$ cat config.mk
export PLATFORM = sky130hd
export DESIGN_NAME = rpd_ctrl
export DESIGN_NICKNAME = d
export VERILOG_FILES = /design/src/rpd_pkg.sv /design/src/rpd_ctrl.sv
export VERILOG_INCLUDE_DIRS = /design/src
export SDC_FILE = /design/constraint.sdc
export NUM_CORES = 1
export LEC_CHECK = 0
export ABC_AREA = 1
export BUFFER_PORTS_ARGS = -buffer_cell sky130_fd_sc_hd__buf_2
export CAP_MARGIN = 20
export CELL_PAD_IN_SITES_DETAIL_PLACEMENT = 0
export CELL_PAD_IN_SITES_GLOBAL_PLACEMENT = 1
export CORE_MARGIN = 1.5
export CORE_UTILIZATION = 31
export CTS_BUF_LIST = sky130_fd_sc_hd__clkbuf_8
export CTS_CLUSTER_SIZE = 24
export DETAILED_ROUTE_END_ITERATION = 10
export PLACE_DENSITY_LB_ADDON = 0.12
export SLEW_MARGIN = 5
export SYNTH_ARGS = -nofsm -noshare
export SYNTH_HDL_FRONTEND = slang
export SYNTH_SLANG_ARGS = --single-unit
$ cat constraint.sdc
create_clock -name MCLK -period 5.8 [get_ports MCLK]
set_input_delay 0.87 -clock MCLK [delete_from_list [all_inputs] [get_ports MCLK]]
set_output_delay 0.87 -clock MCLK [all_outputs]
set_load 0.005 [all_outputs]
$ cat src/rpd_cfg.svh
/*
 * Constants of the reset and power-down controller: register indices,
 * field positions, reset values and power-down values.
 * Assumes inclusion by its bare name from the package and the top module.
 */
`ifndef RPD_CFG_SVH
`define RPD_CFG_SVH
`define RPD_AW 5
`define RPD_DW 8
`define RPD_IDX_MR 5'h00
`define RPD_IDX_W1 5'h01
`define RPD_IDX_W2 5'h02
`define RPD_IDX_W3 5'h03
`define RPD_IDX_V1 5'h04
`define RPD_IDX_I1 5'h05
`define RPD_IDX_V2 5'h06
`define RPD_IDX_PU0 5'h07
`define RPD_IDX_L1 5'h08
`define RPD_IDX_L2 5'h09
`define RPD_IDX_C1 5'h0a
`define RPD_IDX_C2 5'h0b
`define RPD_IDX_CTRL 5'h0c
`define RPD_IDX_FLAGS 5'h0d
`define RPD_IDX_A 5'h0e
`define RPD_IDX_B 5'h0f
`define RPD_IDX_SP 5'h10
`define RPD_IDX_DLAT 5'h11
`define RPD_IDX_DOE 5'h12
`define RPD_IDX_P0LAT 5'h13
`define RPD_IDX_P1LAT 5'h14
`define RPD_IDX_MODE 5'h15
`define RPD_CTRL_MASTER_IRQ_ENABLE_FLAG 0
`define RPD_CTRL_WEF 1
`define RPD_CTRL_CR 2
`define RPD_CTRL_CY 3
`define RPD_FLG_EXTERNAL0_REQUEST_FLAG 0
`define RPD_FLG_T1F 1
`define RPD_FLG_T2F 2
`define RPD_FLG_WDF 3
`define RPD_FLG_PDF 4
`define RPD_L1_LCDON 2
`define RPD_MR_RST 4'h8
`define RPD_L2_RST 4'hf
`define RPD_N4_ZERO 4'h0
`define RPD_N5_ZERO 5'h00
`define RPD_N2_ZERO 2'h0
`define RPD_D_RST 8'hff
`define RPD_D_HIZ 8'h00
`define RPD_PORT_RST 4'hf
`define RPD_SP_ZERO 3'h0
`define RPD_SP_PDN 3'h7
`define RPD_SYNC_ZERO 9'h000
`define RPD_VDROP_BIT 8
`define RPD_RD_ZERO 8'h00
`endif

$ cat src/rpd_pkg.sv
/*
 * Types of the reset and power-down controller: operating modes and the
 * packed state of the top module.
 * Assumes rpd_cfg.svh is on the include path.
 */
`include "rpd_cfg.svh"
package rpd_pkg;
    typedef enum logic [2:0] {
        RPD_RUN = 3'b001,
        RPD_CLKOP = 3'b010,
        RPD_RAMBK = 3'b100
    } rpd_mode_t;

    typedef struct packed {
        rpd_mode_t st;
        logic hold;
        logic start;
        logic [3:0] mr;
        logic [4:0] w1;
        logic [3:0] w2;
        logic [1:0] w3;
        logic [4:0] v1;
        logic [3:0] i1;
        logic [3:0] v2;
        logic [3:0] pu0;
        logic [3:0] l1;
        logic [3:0] l2;
        logic [3:0] c1;
        logic c2;
        logic cr;
        logic [3:0] a;
        logic [3:0] b;
        logic cy;
        logic [2:0] sp;
        logic master_irq_enable_flag;
        logic external0_request_flag;
        logic t1f;
        logic t2f;
        logic watchdog_flag;
        logic watchdog_enable_flag;
        logic pdf;
        logic [7:0] dlat;
        logic [7:0] doe;
        logic [3:0] p0lat;
        logic [3:0] p1lat;
        logic [8:0] s1;
        logic [8:0] s2;
        logic [8:0] s3;
        logic [8:0] f;
        logic [7:0] rdata;
        logic main_osc;
        logic sub_osc;
        logic lcd_on;
        logic t2en;
        logic carrier_output_pin;
    } rpd_state_t;
endpackage

$ cat src/rpd_ctrl.sv
/*
 * Reset and power-down controller of a 4-bit core: cold-start state,
 * clock-operating and RAM back-up modes, wakeup and warm-start flag.
 * Assumes a core that pulses the power-down instruction strobes on MCLK,
 * holds while CORE_HOLD is high and restarts at address zero on
 * CORE_START. Port and voltage-drop pins are asynchronous.
 */
//
// Function
// - Any reset restarts core at address zero
// - Reset floats D port, latches set one
// - Reset sets P0 and P1 latches one
// - Reset turns P1 pull-ups off
// - Reset clears master interrupt enable
// - Reset clears request, watchdog, power-down flags
// - Reset loads clock control with 1000
// - Reset clears first timer control register
// - Reset clears source enable, edge control
// - Reset clears pull-up and general nibble
// - Other state undefined; firmware must initialise
// - Two instructions enter two power-down modes
// - Clock-operating keeps sub-clock, LCD, timer 2
// - RAM back-up stops all oscillators
// - Wake: edge or timer 2; back-up edge only
// - Warm start at zero, power-down flag one
// - Cold start at zero, power-down flag zero
// - Voltage drop forces a device reset
// - Power-down entry reinitialises core, listed registers
// - Power-down retains clock, timer, LCD state
// - Watchdog flag kept only in clock-operating
// - RAM back-up turns LCD off
// - Power-down entry sets stack pointer 111
// - Software reads power-down and timer 2 flags
`timescale 1ns/1ns
`include "rpd_cfg.svh"
module rpd_ctrl
    import rpd_pkg::*;
(
    // Clock and reset
    input wire logic MCLK,
    input wire logic RST,
    // Register port
    input wire logic [`RPD_AW-1:0] ADDR,
    input wire logic [`RPD_DW-1:0] WDATA,
    input wire logic WE,
    input wire logic RE,
    output logic [`RPD_DW-1:0] RDATA,
    // Core events
    input wire logic ENTER_CLKOP,
    input wire logic ENTER_RAMBK,
    input wire logic WDT_RESET,
    input wire logic WDT_FLAG_SET,
    input wire logic EXT0_REQ,
    input wire logic T1_REQ,
    input wire logic T2_UNDERFLOW,
    // Core control
    output logic CORE_HOLD,
    output logic CORE_START,
    output logic PDN_FLAG,
    output logic [2:0] STACK_PTR,
    // Pins
    input wire logic VDROP_I,
    input wire logic [3:0] P0_I,
    input wire logic [3:0] P1_I,
    output logic [7:0] D_O,
    output logic [7:0] D_OE,
    output logic [3:0] P0_O,
    output logic [3:0] P1_O,
    output logic [3:0] P1_PU,
    output logic CARRIER_OUTPUT_PIN_O,
    // Clock and display enables
    output logic MAIN_OSC_EN,
    output logic SUB_OSC_EN,
    output logic LCD_ON,
    output logic TMR2_EN
);
    // Cold-start image; left-open items get zero, l2 all ones, so simulation stays clean
    localparam rpd_state_t RST_VAL = '{
        st: RPD_RUN, hold: 1'b1, start: 1'b0,
        mr: `RPD_MR_RST, w1: `RPD_N5_ZERO, w2: `RPD_N4_ZERO,
        w3: `RPD_N2_ZERO, v1: `RPD_N5_ZERO, i1: `RPD_N4_ZERO,
        v2: `RPD_N4_ZERO, pu0: `RPD_N4_ZERO, l1: `RPD_N4_ZERO,
        l2: `RPD_L2_RST, c1: `RPD_N4_ZERO, c2: 1'b0, cr: 1'b0,
        a: `RPD_N4_ZERO, b: `RPD_N4_ZERO, cy: 1'b0, sp: `RPD_SP_ZERO,
        master_irq_enable_flag: 1'b0, external0_request_flag: 1'b0, t1f: 1'b0, t2f: 1'b0, watchdog_flag: 1'b0,
        watchdog_enable_flag: 1'b0, pdf: 1'b0, dlat: `RPD_D_RST, doe: `RPD_D_HIZ,
        p0lat: `RPD_PORT_RST, p1lat: `RPD_PORT_RST,
        s1: `RPD_SYNC_ZERO, s2: `RPD_SYNC_ZERO, s3: `RPD_SYNC_ZERO,
        f: `RPD_SYNC_ZERO, rdata: `RPD_RD_ZERO,
        main_osc: 1'b1, sub_osc: 1'b1, lcd_on: 1'b0, t2en: 1'b1,
        carrier_output_pin: 1'b0
    };

    rpd_state_t r;
    rpd_state_t n;
    logic [7:0] fall;
    logic ext_wake;
    logic cold;
    logic enter;
    logic sw_wr;

    always_comb
    begin
        n = r;
        n.rdata = `RPD_RD_ZERO;
        n.start = 1'b0;
        // Pins: change accepted once stages two and three agree
        n.s1 = {VDROP_I, P1_I, P0_I};
        n.s2 = r.s1;
        n.s3 = r.s2;
        n.f = (r.s2 & r.s3) | (r.f & (r.s2 | r.s3));
        fall = r.f[7:0] & ~n.f[7:0];
        // P1 wakes only on bits whose pull-up is on
        ext_wake = |(fall & {r.pu0, `RPD_PORT_RST});
        cold = WDT_RESET | r.f[`RPD_VDROP_BIT];
        enter = (r.st == RPD_RUN) && !r.hold &&
            (ENTER_CLKOP || ENTER_RAMBK);
        // Core is halted outside run, so writes there are dropped
        sw_wr = WE && (r.st == RPD_RUN) && !r.hold;
        if (RE)
        begin
            case (ADDR)
                `RPD_IDX_MR: n.rdata = {4'h0, r.mr};
                `RPD_IDX_W1: n.rdata = {3'h0, r.w1};
                `RPD_IDX_W2: n.rdata = {4'h0, r.w2};
                `RPD_IDX_W3: n.rdata = {6'h00, r.w3};
                `RPD_IDX_V1: n.rdata = {3'h0, r.v1};
                `RPD_IDX_I1: n.rdata = {4'h0, r.i1};
                `RPD_IDX_V2: n.rdata = {4'h0, r.v2};
                `RPD_IDX_PU0: n.rdata = {4'h0, r.pu0};
                `RPD_IDX_L1: n.rdata = {4'h0, r.l1};
                `RPD_IDX_L2: n.rdata = {4'h0, r.l2};
                `RPD_IDX_C1: n.rdata = {4'h0, r.c1};
                `RPD_IDX_C2: n.rdata = {7'h00, r.c2};
                `RPD_IDX_CTRL: n.rdata = {4'h0, r.cy, r.cr, r.watchdog_enable_flag, r.master_irq_enable_flag};
                // Warm/cold and wake source visible to firmware
                `RPD_IDX_FLAGS: n.rdata = {3'h0, r.pdf, r.watchdog_flag, r.t2f,
                    r.t1f, r.external0_request_flag};
                `RPD_IDX_A: n.rdata = {4'h0, r.a};
                `RPD_IDX_B: n.rdata = {4'h0, r.b};
                `RPD_IDX_SP: n.rdata = {5'h00, r.sp};
                `RPD_IDX_DLAT: n.rdata = r.dlat;
                `RPD_IDX_DOE: n.rdata = r.doe;
                `RPD_IDX_P0LAT: n.rdata = {4'h0, r.p0lat};
                `RPD_IDX_P1LAT: n.rdata = {4'h0, r.p1lat};
                `RPD_IDX_MODE: n.rdata = {5'h00, r.st};
                default: n.rdata = `RPD_RD_ZERO;
            endcase
        end
        if (sw_wr)
        begin
            case (ADDR)
                `RPD_IDX_MR: n.mr = WDATA[3:0];
                `RPD_IDX_W1: n.w1 = WDATA[4:0];
                `RPD_IDX_W2: n.w2 = WDATA[3:0];
                `RPD_IDX_W3: n.w3 = WDATA[1:0];
                `RPD_IDX_V1: n.v1 = WDATA[4:0];
                `RPD_IDX_I1: n.i1 = WDATA[3:0];
                `RPD_IDX_V2: n.v2 = WDATA[3:0];
                `RPD_IDX_PU0: n.pu0 = WDATA[3:0];
                `RPD_IDX_L1: n.l1 = WDATA[3:0];
                `RPD_IDX_L2: n.l2 = WDATA[3:0];
                `RPD_IDX_C1: n.c1 = WDATA[3:0];
                `RPD_IDX_C2: n.c2 = WDATA[0];
                `RPD_IDX_CTRL:
                begin
                    n.master_irq_enable_flag = WDATA[`RPD_CTRL_MASTER_IRQ_ENABLE_FLAG];
                    n.watchdog_enable_flag = WDATA[`RPD_CTRL_WEF];
                    n.cr = WDATA[`RPD_CTRL_CR];
                    n.cy = WDATA[`RPD_CTRL_CY];
                end
                `RPD_IDX_FLAGS:
                begin
                    n.external0_request_flag = r.external0_request_flag & ~WDATA[`RPD_FLG_EXTERNAL0_REQUEST_FLAG];
                    n.t1f = r.t1f & ~WDATA[`RPD_FLG_T1F];
                    n.t2f = r.t2f & ~WDATA[`RPD_FLG_T2F];
                    n.watchdog_flag = r.watchdog_flag & ~WDATA[`RPD_FLG_WDF];
                end
                `RPD_IDX_A: n.a = WDATA[3:0];
                `RPD_IDX_B: n.b = WDATA[3:0];
                `RPD_IDX_SP: n.sp = WDATA[2:0];
                `RPD_IDX_DLAT: n.dlat = WDATA;
                `RPD_IDX_DOE: n.doe = WDATA;
                `RPD_IDX_P0LAT: n.p0lat = WDATA[3:0];
                `RPD_IDX_P1LAT: n.p1lat = WDATA[3:0];
                default: n.mr = r.mr;
            endcase
        end
        // Hardware set wins over a clear in the same cycle
        n.external0_request_flag = n.external0_request_flag | EXT0_REQ;
        n.t1f = n.t1f | T1_REQ;
        n.t2f = n.t2f | T2_UNDERFLOW;
        n.watchdog_flag = n.watchdog_flag | WDT_FLAG_SET;
        case (r.st)
            RPD_RUN:
            begin
                if (enter)
                begin
                    // Clock-operating wins if both strobes come together
                    n.st = ENTER_CLKOP ? RPD_CLKOP : RPD_RAMBK;
                    n.hold = 1'b1;
                    n.pdf = 1'b1;
                    n.sp = `RPD_SP_PDN;
                    n.a = `RPD_N4_ZERO;
                    n.b = `RPD_N4_ZERO;
                    n.cy = 1'b0;
                    n.w1 = `RPD_N5_ZERO;
                    n.v1 = `RPD_N5_ZERO;
                    n.c1 = `RPD_N4_ZERO;
                    n.c2 = 1'b0;
                    n.cr = 1'b0;
                    n.external0_request_flag = 1'b0;
                    n.t1f = 1'b0;
                    n.master_irq_enable_flag = 1'b0;
                    n.v2 = `RPD_N4_ZERO;
                    if (!ENTER_CLKOP)
                    begin
                        n.watchdog_flag = 1'b0;
                    end
                end
                else if (r.hold)
                begin
                    // Restart pulse tells the core to load address zero
                    n.hold = 1'b0;
                    n.start = 1'b1;
                end
            end
            RPD_CLKOP:
            begin
                // A pending timer 2 request returns at once
                if (ext_wake || r.t2f || T2_UNDERFLOW)
                begin
                    n.st = RPD_RUN;
                end
            end
            RPD_RAMBK:
            begin
                if (ext_wake)
                begin
                    n.st = RPD_RUN;
                end
            end
            default:
            begin
                n.st = RPD_RUN;
                n.hold = 1'b1;
            end
        endcase
        n.main_osc = (n.st == RPD_RUN);
        n.sub_osc = (n.st != RPD_RAMBK);
        n.t2en = (n.st != RPD_RAMBK);
        n.lcd_on = n.l1[`RPD_L1_LCDON] && (n.st != RPD_RAMBK);
        n.carrier_output_pin = n.cr & n.c2;
        if (cold)
        begin
            // Cold source overrides any wakeup; pin stages keep running
            n = RST_VAL;
            n.s1 = {VDROP_I, P1_I, P0_I};
            n.s2 = r.s1;
            n.s3 = r.s2;
            n.f = (r.s2 & r.s3) | (r.f & (r.s2 | r.s3));
        end
    end

    always_ff @(posedge MCLK or posedge RST)
    begin
        if (RST)
        begin
            r <= RST_VAL;
        end
        else
        begin
            r <= n;
        end
    end

    assign RDATA = r.rdata;
    assign CORE_HOLD = r.hold;
    assign CORE_START = r.start;
    assign PDN_FLAG = r.pdf;
    assign STACK_PTR = r.sp;
    assign D_O = r.dlat;
    assign D_OE = r.doe;
    assign P0_O = r.p0lat;
    assign P1_O = r.p1lat;
    assign P1_PU = r.pu0;
    assign CARRIER_OUTPUT_PIN_O = r.carrier_output_pin;
    assign MAIN_OSC_EN = r.main_osc;
    assign SUB_OSC_EN = r.sub_osc;
    assign LCD_ON = r.lcd_on;
    assign TMR2_EN = r.t2en;
endmodule

# --- Word-level counts from Yosys, hierarchy flattened ---
# Cells that the tools add are included.
# Widths: inputs -> output; s select.
op_classes:
  n_reduce_logical: 40
  n_eq_ne: 27
  muxes: 52
  n_bitwise: 21
ops:
  columns: ["cell", "count"]
  rows:
  - ["$pmux 8 s22", 1]
  - ["$mux 143", 1]
  - ["$mux 64", 1]
  - ["$mux 4", 15]
  - ["$mux 21", 2]
  - ["$eq 5x4->1 const B", 8]
  - ["$eq 5x5->1 const B", 6]
  - ["$mux 5", 6]
  - ["$reduce_bool 2->1", 15]
  - ["$reduce_and 2->1", 13]
  - ["$mux 24", 1]
  - ["$mux 8", 3]
  - ["$eq 5x3->1 const B", 4]
  - ["$and 9x9->9", 2]
  - ["$or 9x9->9", 2]
  - ["$and 8x8->8", 2]
  - ["$mux 3", 5]
  - ["$mux 1", 14]
  - ["$eq 5x2->1 const B", 2]
  - ["$pmux 3 s3", 1]
  - ["$not 8->8", 1]
  - ["$reduce_or 8->1", 1]
  - ["$eq 3x1->1 const B", 2]
  - ["$and 1x1->1", 5]
  - ["14 further kinds", 27]
totals:
  register_bits: 143
  out_inout_bits: 47
  input_bits: 33

# --- Logic depth before layout (Yosys ltp) ---
# Gate-level depths: netlist (run 1).
depth:
  word_depth: 14
  ltp_mapped: 11
  depth_no_buf: 10

# --- Least setup slack after synthesis (run 1) ---
# Ideal clock, no wire load.
synth_path:
  path_type: "input -> register"
  from: "input ADDR[1]"
  to: "register r (netlist bit STACK_PTR[1])"
  setup_time_ns: 0.114
  required_time_ns: 5.686
  setup_slack_ns: 3.810
  t_arrival_ns: 1.876
  path_buffers: 1
  stages: 11
  cell_sequence: "nor2_1 > buf_4 > inv_2 > nor2_1 > inv_1 > nor2_1 > inv_1 > nand2_1 > nand3_1 > nand2_1 > inv_1"
synth_lines:
  columns: ["element", "line_no", "source"]
  rows:
  - ["start: declaration", "rpd_ctrl.sv:43", "input wire logic [`RPD_AW-1:0] ADDR,"]
  - ["end signal: assignment", "rpd_ctrl.sv:273", "r <= n;"]
  - ["end: declaration", "rpd_ctrl.sv:94", "rpd_state_t r;"]

# --- Final worst setup path (run 1) ---
layout_path:
  from: "input WDT_RESET"
  to: "register r (netlist bit D_O[5])"
layout_between:
  elab_chain_len: 3
layout_rtl:
  columns: ["element", "line_no", "source"]
  rows:
  - ["start: declaration", "rpd_ctrl.sv:51", "input wire logic WDT_RESET,"]
  - ["$or 1x1->1 (*)", "rpd_ctrl.sv:115", "cold = WDT_RESET | r.f[`RPD_VDROP_BIT];"]
  - ["$reduce_bool 2->1 (no source line)", null, null]
  - ["$reduce_and 2->1 (no source line)", null, null]
# Mark *: on every way between the ends. The rest lies on a longest branch, timed or not.
# A chain may end at the register's enable or synchronous reset.

==> impl_metrics.json, run 1 <==
{
  "fin_nets": 857,
  "ant_nets": 0,
  "synth_area_sq_um": 6615,
  "regToRegSetupSlack_ps": 3470,
  "slew_headroom_pct": 31.41,
  "end_kind": "register",
  "ys_ff_latch": 142,
  "synth_top_cells_by_count": "nand2_1, dfrtp_1, nor2_1",
  "portBuffers": 79,
  "grtUsageTotal_pct": 19.97,
  "vias": 5415,
  "ir_drop_v": 0.0001249,
  "setup_viol": 0,
  "cp.arrival_ps": 2820,
  "clockBufferDepth": 2,
  "worstSetupPathType": "in -> reg",
  "placementRows": 53,
  "antenna_cells": 0,
  "max_cap_violations": 0,
  "synth.area.top_cells": "dfrtp_1, nand2_1, dfstp_2, nor2_1, o21ai_0",
  "postCtsSetupRepairBufs": 0,
  "tightest_slew_ps": 1028,
  "clock-root-buffer": "clkbuf_8",
  "dieHeight_um": 149.1,
  "min_path_type": "reg -> reg",
  "chipWidth_um": 149.1,
  "period_minus_slack_ps": 2452,
  "drc": 0,
  "cp-start-kind": "input port",
  "holdBufCountCts": 0,
  "status": "finished, final reports clean",
  "wl_per_cell_um": 18.99,
  "overflow": 0,
  "drive_gt1_share_pct": 21.03,
  "clock_latency_ps": 460,
  "r2r-end": "D_O[5]",
  "syn_inst": 778,
  "yosys_warnings": 0,
  "cts_tree": "yes",
  "final_hold_viol_count": 0,
  "synth_flop_cell": "dfrtp_1",
  "synth_top_area_share_pct": 44.26,
  "synth_most_common_cell": "nand2_1",
  "drt_first_pass_iters": 5,
  "syn_to_final_growth_pct": 12.22,
  "min_to": "r[38]",
  "cts_buffers": 17,
  "antenna_found_initial": 0,
  "critPathMaxFanout": 24,
  "yosys.area.top_type": "dfrtp_1",
  "synth_cell_types": 31,
  "grt_pass1_vias": 5438,
  "dp_hpwl_um": 15560,
  "grt_pass1_wl_um": 32580,
  "fin_setup_tns_ps": 0,
  "synth.avg_cell_area_sq_um": 8.503,
  "routabilityCongestion": 0.9687,
  "start_util_pct": 31.57,
  "required_ps": 6170,
  "p_leak_nw": 3.446,
  "synth_nets": 811,
  "pwr_density_cell_nw_per_um2": 280.1,
  "die_area_sq_um": 22220,
  "yosysSeqAreaShare_pct": 54.19,
  "hp-start": "r[47]",
  "fmax_mhz": 407.8,
  "ioPinCount": 80,
  "grt_max_degree": 102,
  "post_cts_resized": 0,
  "htreeDepth": 4,
  "fin_crit_sh_pct": 42.28,
  "reg2reg_depth": 6,
  "clkSlewWorstSetupHoldPaths_ps": 80,
  "whs_path_depth": 0,
  "synth_edf_count": 0,
  "core-area_sq_um": 20960,
  "r2r_start": "r[21]",
  "vias_per_cell": 4.870,
  "final-max-slew-violation-count": 0,
  "routed_wirelength_um": 21120,
  "fin_worst_skew_ps": 9.627,
  "cts_sinks": 142,
  "rsz0062_at_grt": "no",
  "drt_iter0_drc": 412,
  "power.total_mw": 2.079,
  "async_flop_share_pct": 100.0
}
per-layer routing:
metal | global-route usage (%) | routed length, um
met1 | 27.66 | 9836
met2 | 30.93 | 9660
met3 | 4.862 | 1296
met4 | 5.891 | 329
met5 | 0 | 0
final cells by class:
type                    count  area [sq um]
repair buffers             83         445.4
well taps                 275         344.1
clock buffers              18         247.7
multi-input cells         515          2410
fillers                  2267         13530
inverters                  65         249.0
clock inverters            14         142.6
flip-flops and latches    142          3585
logic make-up (layout without fill, tap and decap cells):
kind of cell	after synthesis	in the layout	share of synthesized area [%]
AND/OR/NAND/NOR	387	387	25.55
flip-flops	142	142	54.19
AO/OA/AOI/OAI	127	127	10.69
buffers and inverters	121	180	9.420
adder cells (fa/ha/maj)	1	1	0.1513
registers in the layout (all words and copies together) (netlist names), 3 cells and up:
name       cells
r             96
P1_PU          4
D_OE           8
D_O            8
P1_O           4
P0_O           4
RDATA          8
STACK_PTR      3
metrics by stage:
stage | cells | hold WS (ps) | util [%] | setup slack (ps) | cell area, sq um
3_3_place_gp | 1079 | 332.3 | 33.43 | 2895 | 7005
6_report | 1112 | 352.7 | 35.43 | 3348 | 7423
4_1_cts | 1111 | 357.1 | 35.29 | 3306 | 7396
5_1_grt | 1112 | 363.2 | 35.43 | 3134 | 7423
2_1_floorplan | 778 | 331.2 | - | 1162 | 6615
3_5_place_dp | 1079 | 337.1 | 33.43 | 2850 | 7005
where the power goes:
group	leakage (nW)	total (mW)	switching [mW]	internal, mW
sequential	1.80	1.08	0.0317	1.05
combinational	1.44	0.200	0.144	0.0559
clock	0.200	0.802	0.409	0.393
total	3.45	2.08	0.585	1.49
worst max-delay path by stage:
stage                     cells past startpoint      start                   end
after CTS                                     6     r[142]                r[119]
after global placement                        7  WDT_RESET                D_O[3]
after detailed placement                      6  WDT_RESET                D_O[5]
after global routing                          7  WDT_RESET                D_O[0]
after floorplan                               1        RST  CARRIER_OUTPUT_PIN_O
final                                         7  WDT_RESET                D_O[5]
placed cells by master, fill, tap and decap left out, types with 3 or more instances in the layout:
| master | instances |
|---|---|
| a21oi_1 | 27 |
| inv_6 | 4 |
| o21ai_0 | 68 |
| nand3_1 | 44 |
| dfstp_2 | 25 |
| inv_1 | 59 |
| a211oi_1 | 20 |
| o22ai_1 | 4 |
| inv_2 | 6 |
| clkbuf_8 | 18 |
| nor3_1 | 5 |
| nand4_1 | 19 |
| dfrtp_1 | 117 |
| clkinvlp_4 | 3 |
| buf_2 | 79 |
| nor2_2 | 12 |
| nor2_1 | 105 |
| nand2_1 | 185 |
| nand2_2 | 5 |
| nor2_4 | 8 |
| buf_4 | 3 |
worst max-delay path, cell delays in order:
cell,delay (ps)
buf_2,100
nor2_2,80
buf_4,320
inv_1,530
a21oi_2,700
nand2_1,90
o21ai_0,110
No activity file was read; power rests on OpenSTA's default activity.
==> run 2: changes to the inputs <==
==> constraint.sdc (replaced) <==
create_clock -name MCLK -period 2.6 [get_ports MCLK]
set_input_delay 0.39 -clock MCLK [delete_from_list [all_inputs] [get_ports MCLK]]
set_output_delay 0.39 -clock MCLK [all_outputs]
set_load 0.005 [all_outputs]
==> run 2 against run 1 <==
Cell count is 1.5% higher. Flip-flop and latch count unchanged. Clock skew is essentially flat. Via count grew 1.5%. Critical endpoint is now P1_PU[3]. Largest cell class unchanged.
==> impl_metrics.json, run 2 (same netlist as run 1, synthesis figures left out) <==
{
  "status": "finished, final reports clean",
  "vias": 5497,
  "wl_per_cell_um": 19.43,
  "slew_headroom_pct": 52.17,
  "vias_per_cell": 4.869,
  "hp-start": "P1_I[0]",
  "period_minus_slack_ps": 2125,
  "drt_first_pass_iters": 5,
  "cpPeakStageDelay_ps": 560,
  "antenna_cells": 0,
  "dp_hpwl_um": 16450,
  "setup_viol": 0,
  "drc": 0,
  "drt_iter0_drc": 351,
  "dieHeight_um": 149.1,
  "cp-start-kind": "register",
  "multi_input_area_sq_um": 2410,
  "overflow": 0,
  "max_cap_violations": 0,
  "fin_crit_sh_pct": 81.72,
  "ir_drop_v": 0.0002716,
  "die_area_sq_um": 22220,
  "whs_path_depth": 1,
  "critPathMaxFanout": 17,
  "power.total_mw": 4.549,
  "final_common_cell": "nand2_1",
  "fin_util_pct": 36.08,
  "fin_setup_tns_ps": 0,
  "antenna_found_initial": 0,
  "regMostFlops": "r",
  "placementRows": 53,
  "clock-root-buffer": "clkbuf_8",
  "hold_slack_ps": 33.37,
  "crit_slowest_cell": "dfstp_2",
  "portBuffers": 79,
  "pwr_density_cell_nw_per_um2": 601.7,
  "ant_nets": 0,
  "cts_buffers": 17,
  "min_path_type": "in -> reg",
  "postCtsSetupRepairBufs": 0,
  "final-max-slew-violation-count": 0,
  "htreeDepth": 4,
  "routabilityCongestion": 0.9105,
  "p_leak_nw": 3.503,
  "largest_reg_flops": 96,
  "fin_nets": 874,
  "cp.arrival_ps": 2500,
  "clock_latency_ps": 460,
  "cts_sinks": 142,
  "clkSlewWorstSetupHoldPaths_ps": 90,
  "end_kind": "register",
  "grt_max_degree": 54,
  "tightest_slew_ps": 714.9,
  "clockBufferDepth": 2,
  "path_cells": "nand3_1, nor2_2, nand2_4, inv_2, nand3_1, o21ai_0",
  "worstSetupPathType": "reg -> reg",
  "crit_path_frequent_cell": "nand3_1",
  "min_to": "r[44]",
  "cts_tree": "yes",
  "worstSetupStartpoint": "r[140]",
  "final_cell_mix": "nand2_1, dfrtp_1, nor2_1, buf_2, o21ai_0",
  "core-area_sq_um": 20960,
  "required_ps": 2980,
  "nFillCells": 2232,
  "r2r_start": "r[140]",
  "start_util_pct": 31.57,
  "seq_area_sq_um": 3585,
  "chipWidth_um": 149.1,
  "final_hold_viol_count": 0,
  "regToRegSetupSlack_ps": 480,
  "fin_worst_skew_ps": 9.247,
  "grtUsageTotal_pct": 20.97,
  "grt_pass1_wl_um": 33690,
  "grt_pass1_vias": 5494,
  "r2r-end": "P1_PU[3]",
  "reg2reg_depth": 6,
  "drive_gt1_share_pct": 21.78,
  "routed_wirelength_um": 21940,
  "ioPinCount": 80,
  "fmax_mhz": 470.6,
  "rsz0062_at_grt": "no",
  "syn_to_final_growth_pct": 14.30
}
==> run 2: changes by cell type in the layout (fill, tap and decap cells not counted), sizes merged <==
| cell | before | now |
|---|---|---|
| inv | 69 | 71 |
| dlygate4sd3 | 0 | 9 |
| bufinv | 2 | 0 |
| clkinvlp | 3 | 5 |
| clkbuf | 18 | 17 |
| buf | 83 | 91 |
| clkinv | 5 | 4 |
==> run 2: through the flow <==
stage | instances | instance area [sq um] | setup WS [ps]
after floorplan | 778 | 6619 | 453.3
after global placement | 1088 | 7109 | 374.6
after detailed placement | 1088 | 7109 | 376.2
after CTS | 1129 | 7561 | 432.1
after global routing | 1129 | 7561 | 199.2
final | 1129 | 7561 | 475.2
==> run 2: worst max path at each step <==
stage	to	slack, ps	cells past startpoint
floorplan	CARRIER_OUTPUT_PIN_O	450	1
global placement	STACK_PTR[1]	370	12
detailed placement	STACK_PTR[1]	380	12
CTS	P1_PU[3]	430	6
global route	D_O[3]	200	8
finish	P1_PU[3]	480	6
==> run 2: power by group <==
part | total, mW | internal (mW) | leakage [nW] | switching [mW]
logic | 0.470 | 0.142 | 1.52 | 0.328
registers | 2.40 | 2.33 | 1.80 | 0.0672
clock network | 1.68 | 0.690 | 0.178 | 0.990
total | 4.55 | 3.16 | 3.50 | 1.38
==> run 2: layout make-up <==
type	instances	area share, %
multi-input cells	515	31.87
well taps	275	4.551
repair buffers	100	8.109
clock inverters	15	1.688
flip-flops and latches	142	47.41
clock buffers	17	3.094
inverters	65	3.277
==> run 2: what timing repair did <==
| item | in CTS | in global routing |
|---|---|---|
| gates resized for setup | 0 | 0 |
| hold buffers | 9 | 0 |
| hold endpoints to repair | 20 | 0 |
==> run 2: critical path: cells and delay by family, from the launching register on <==
kind | cells | cell delay, ps
AOI/OAI and AO/OA | 1 | 230
buffers and inverters | 1 | 350
DFF | 1 | 560
and+or+nand+nor | 4 | 900
==> run 2: per-layer routing <==
| metal | track usage, % | vias to the layer above | wire length (um) |
|---|---|---|---|
| li1 | - | 2615 | - |
| met1 | 29.47 | 2684 | 10370 |
| met2 | 32.57 | 178 | 10070 |
| met3 | 4.434 | 20 | 1152 |
| met4 | 5.941 | 0 | 348 |
| met5 | 0 | - | 0 |
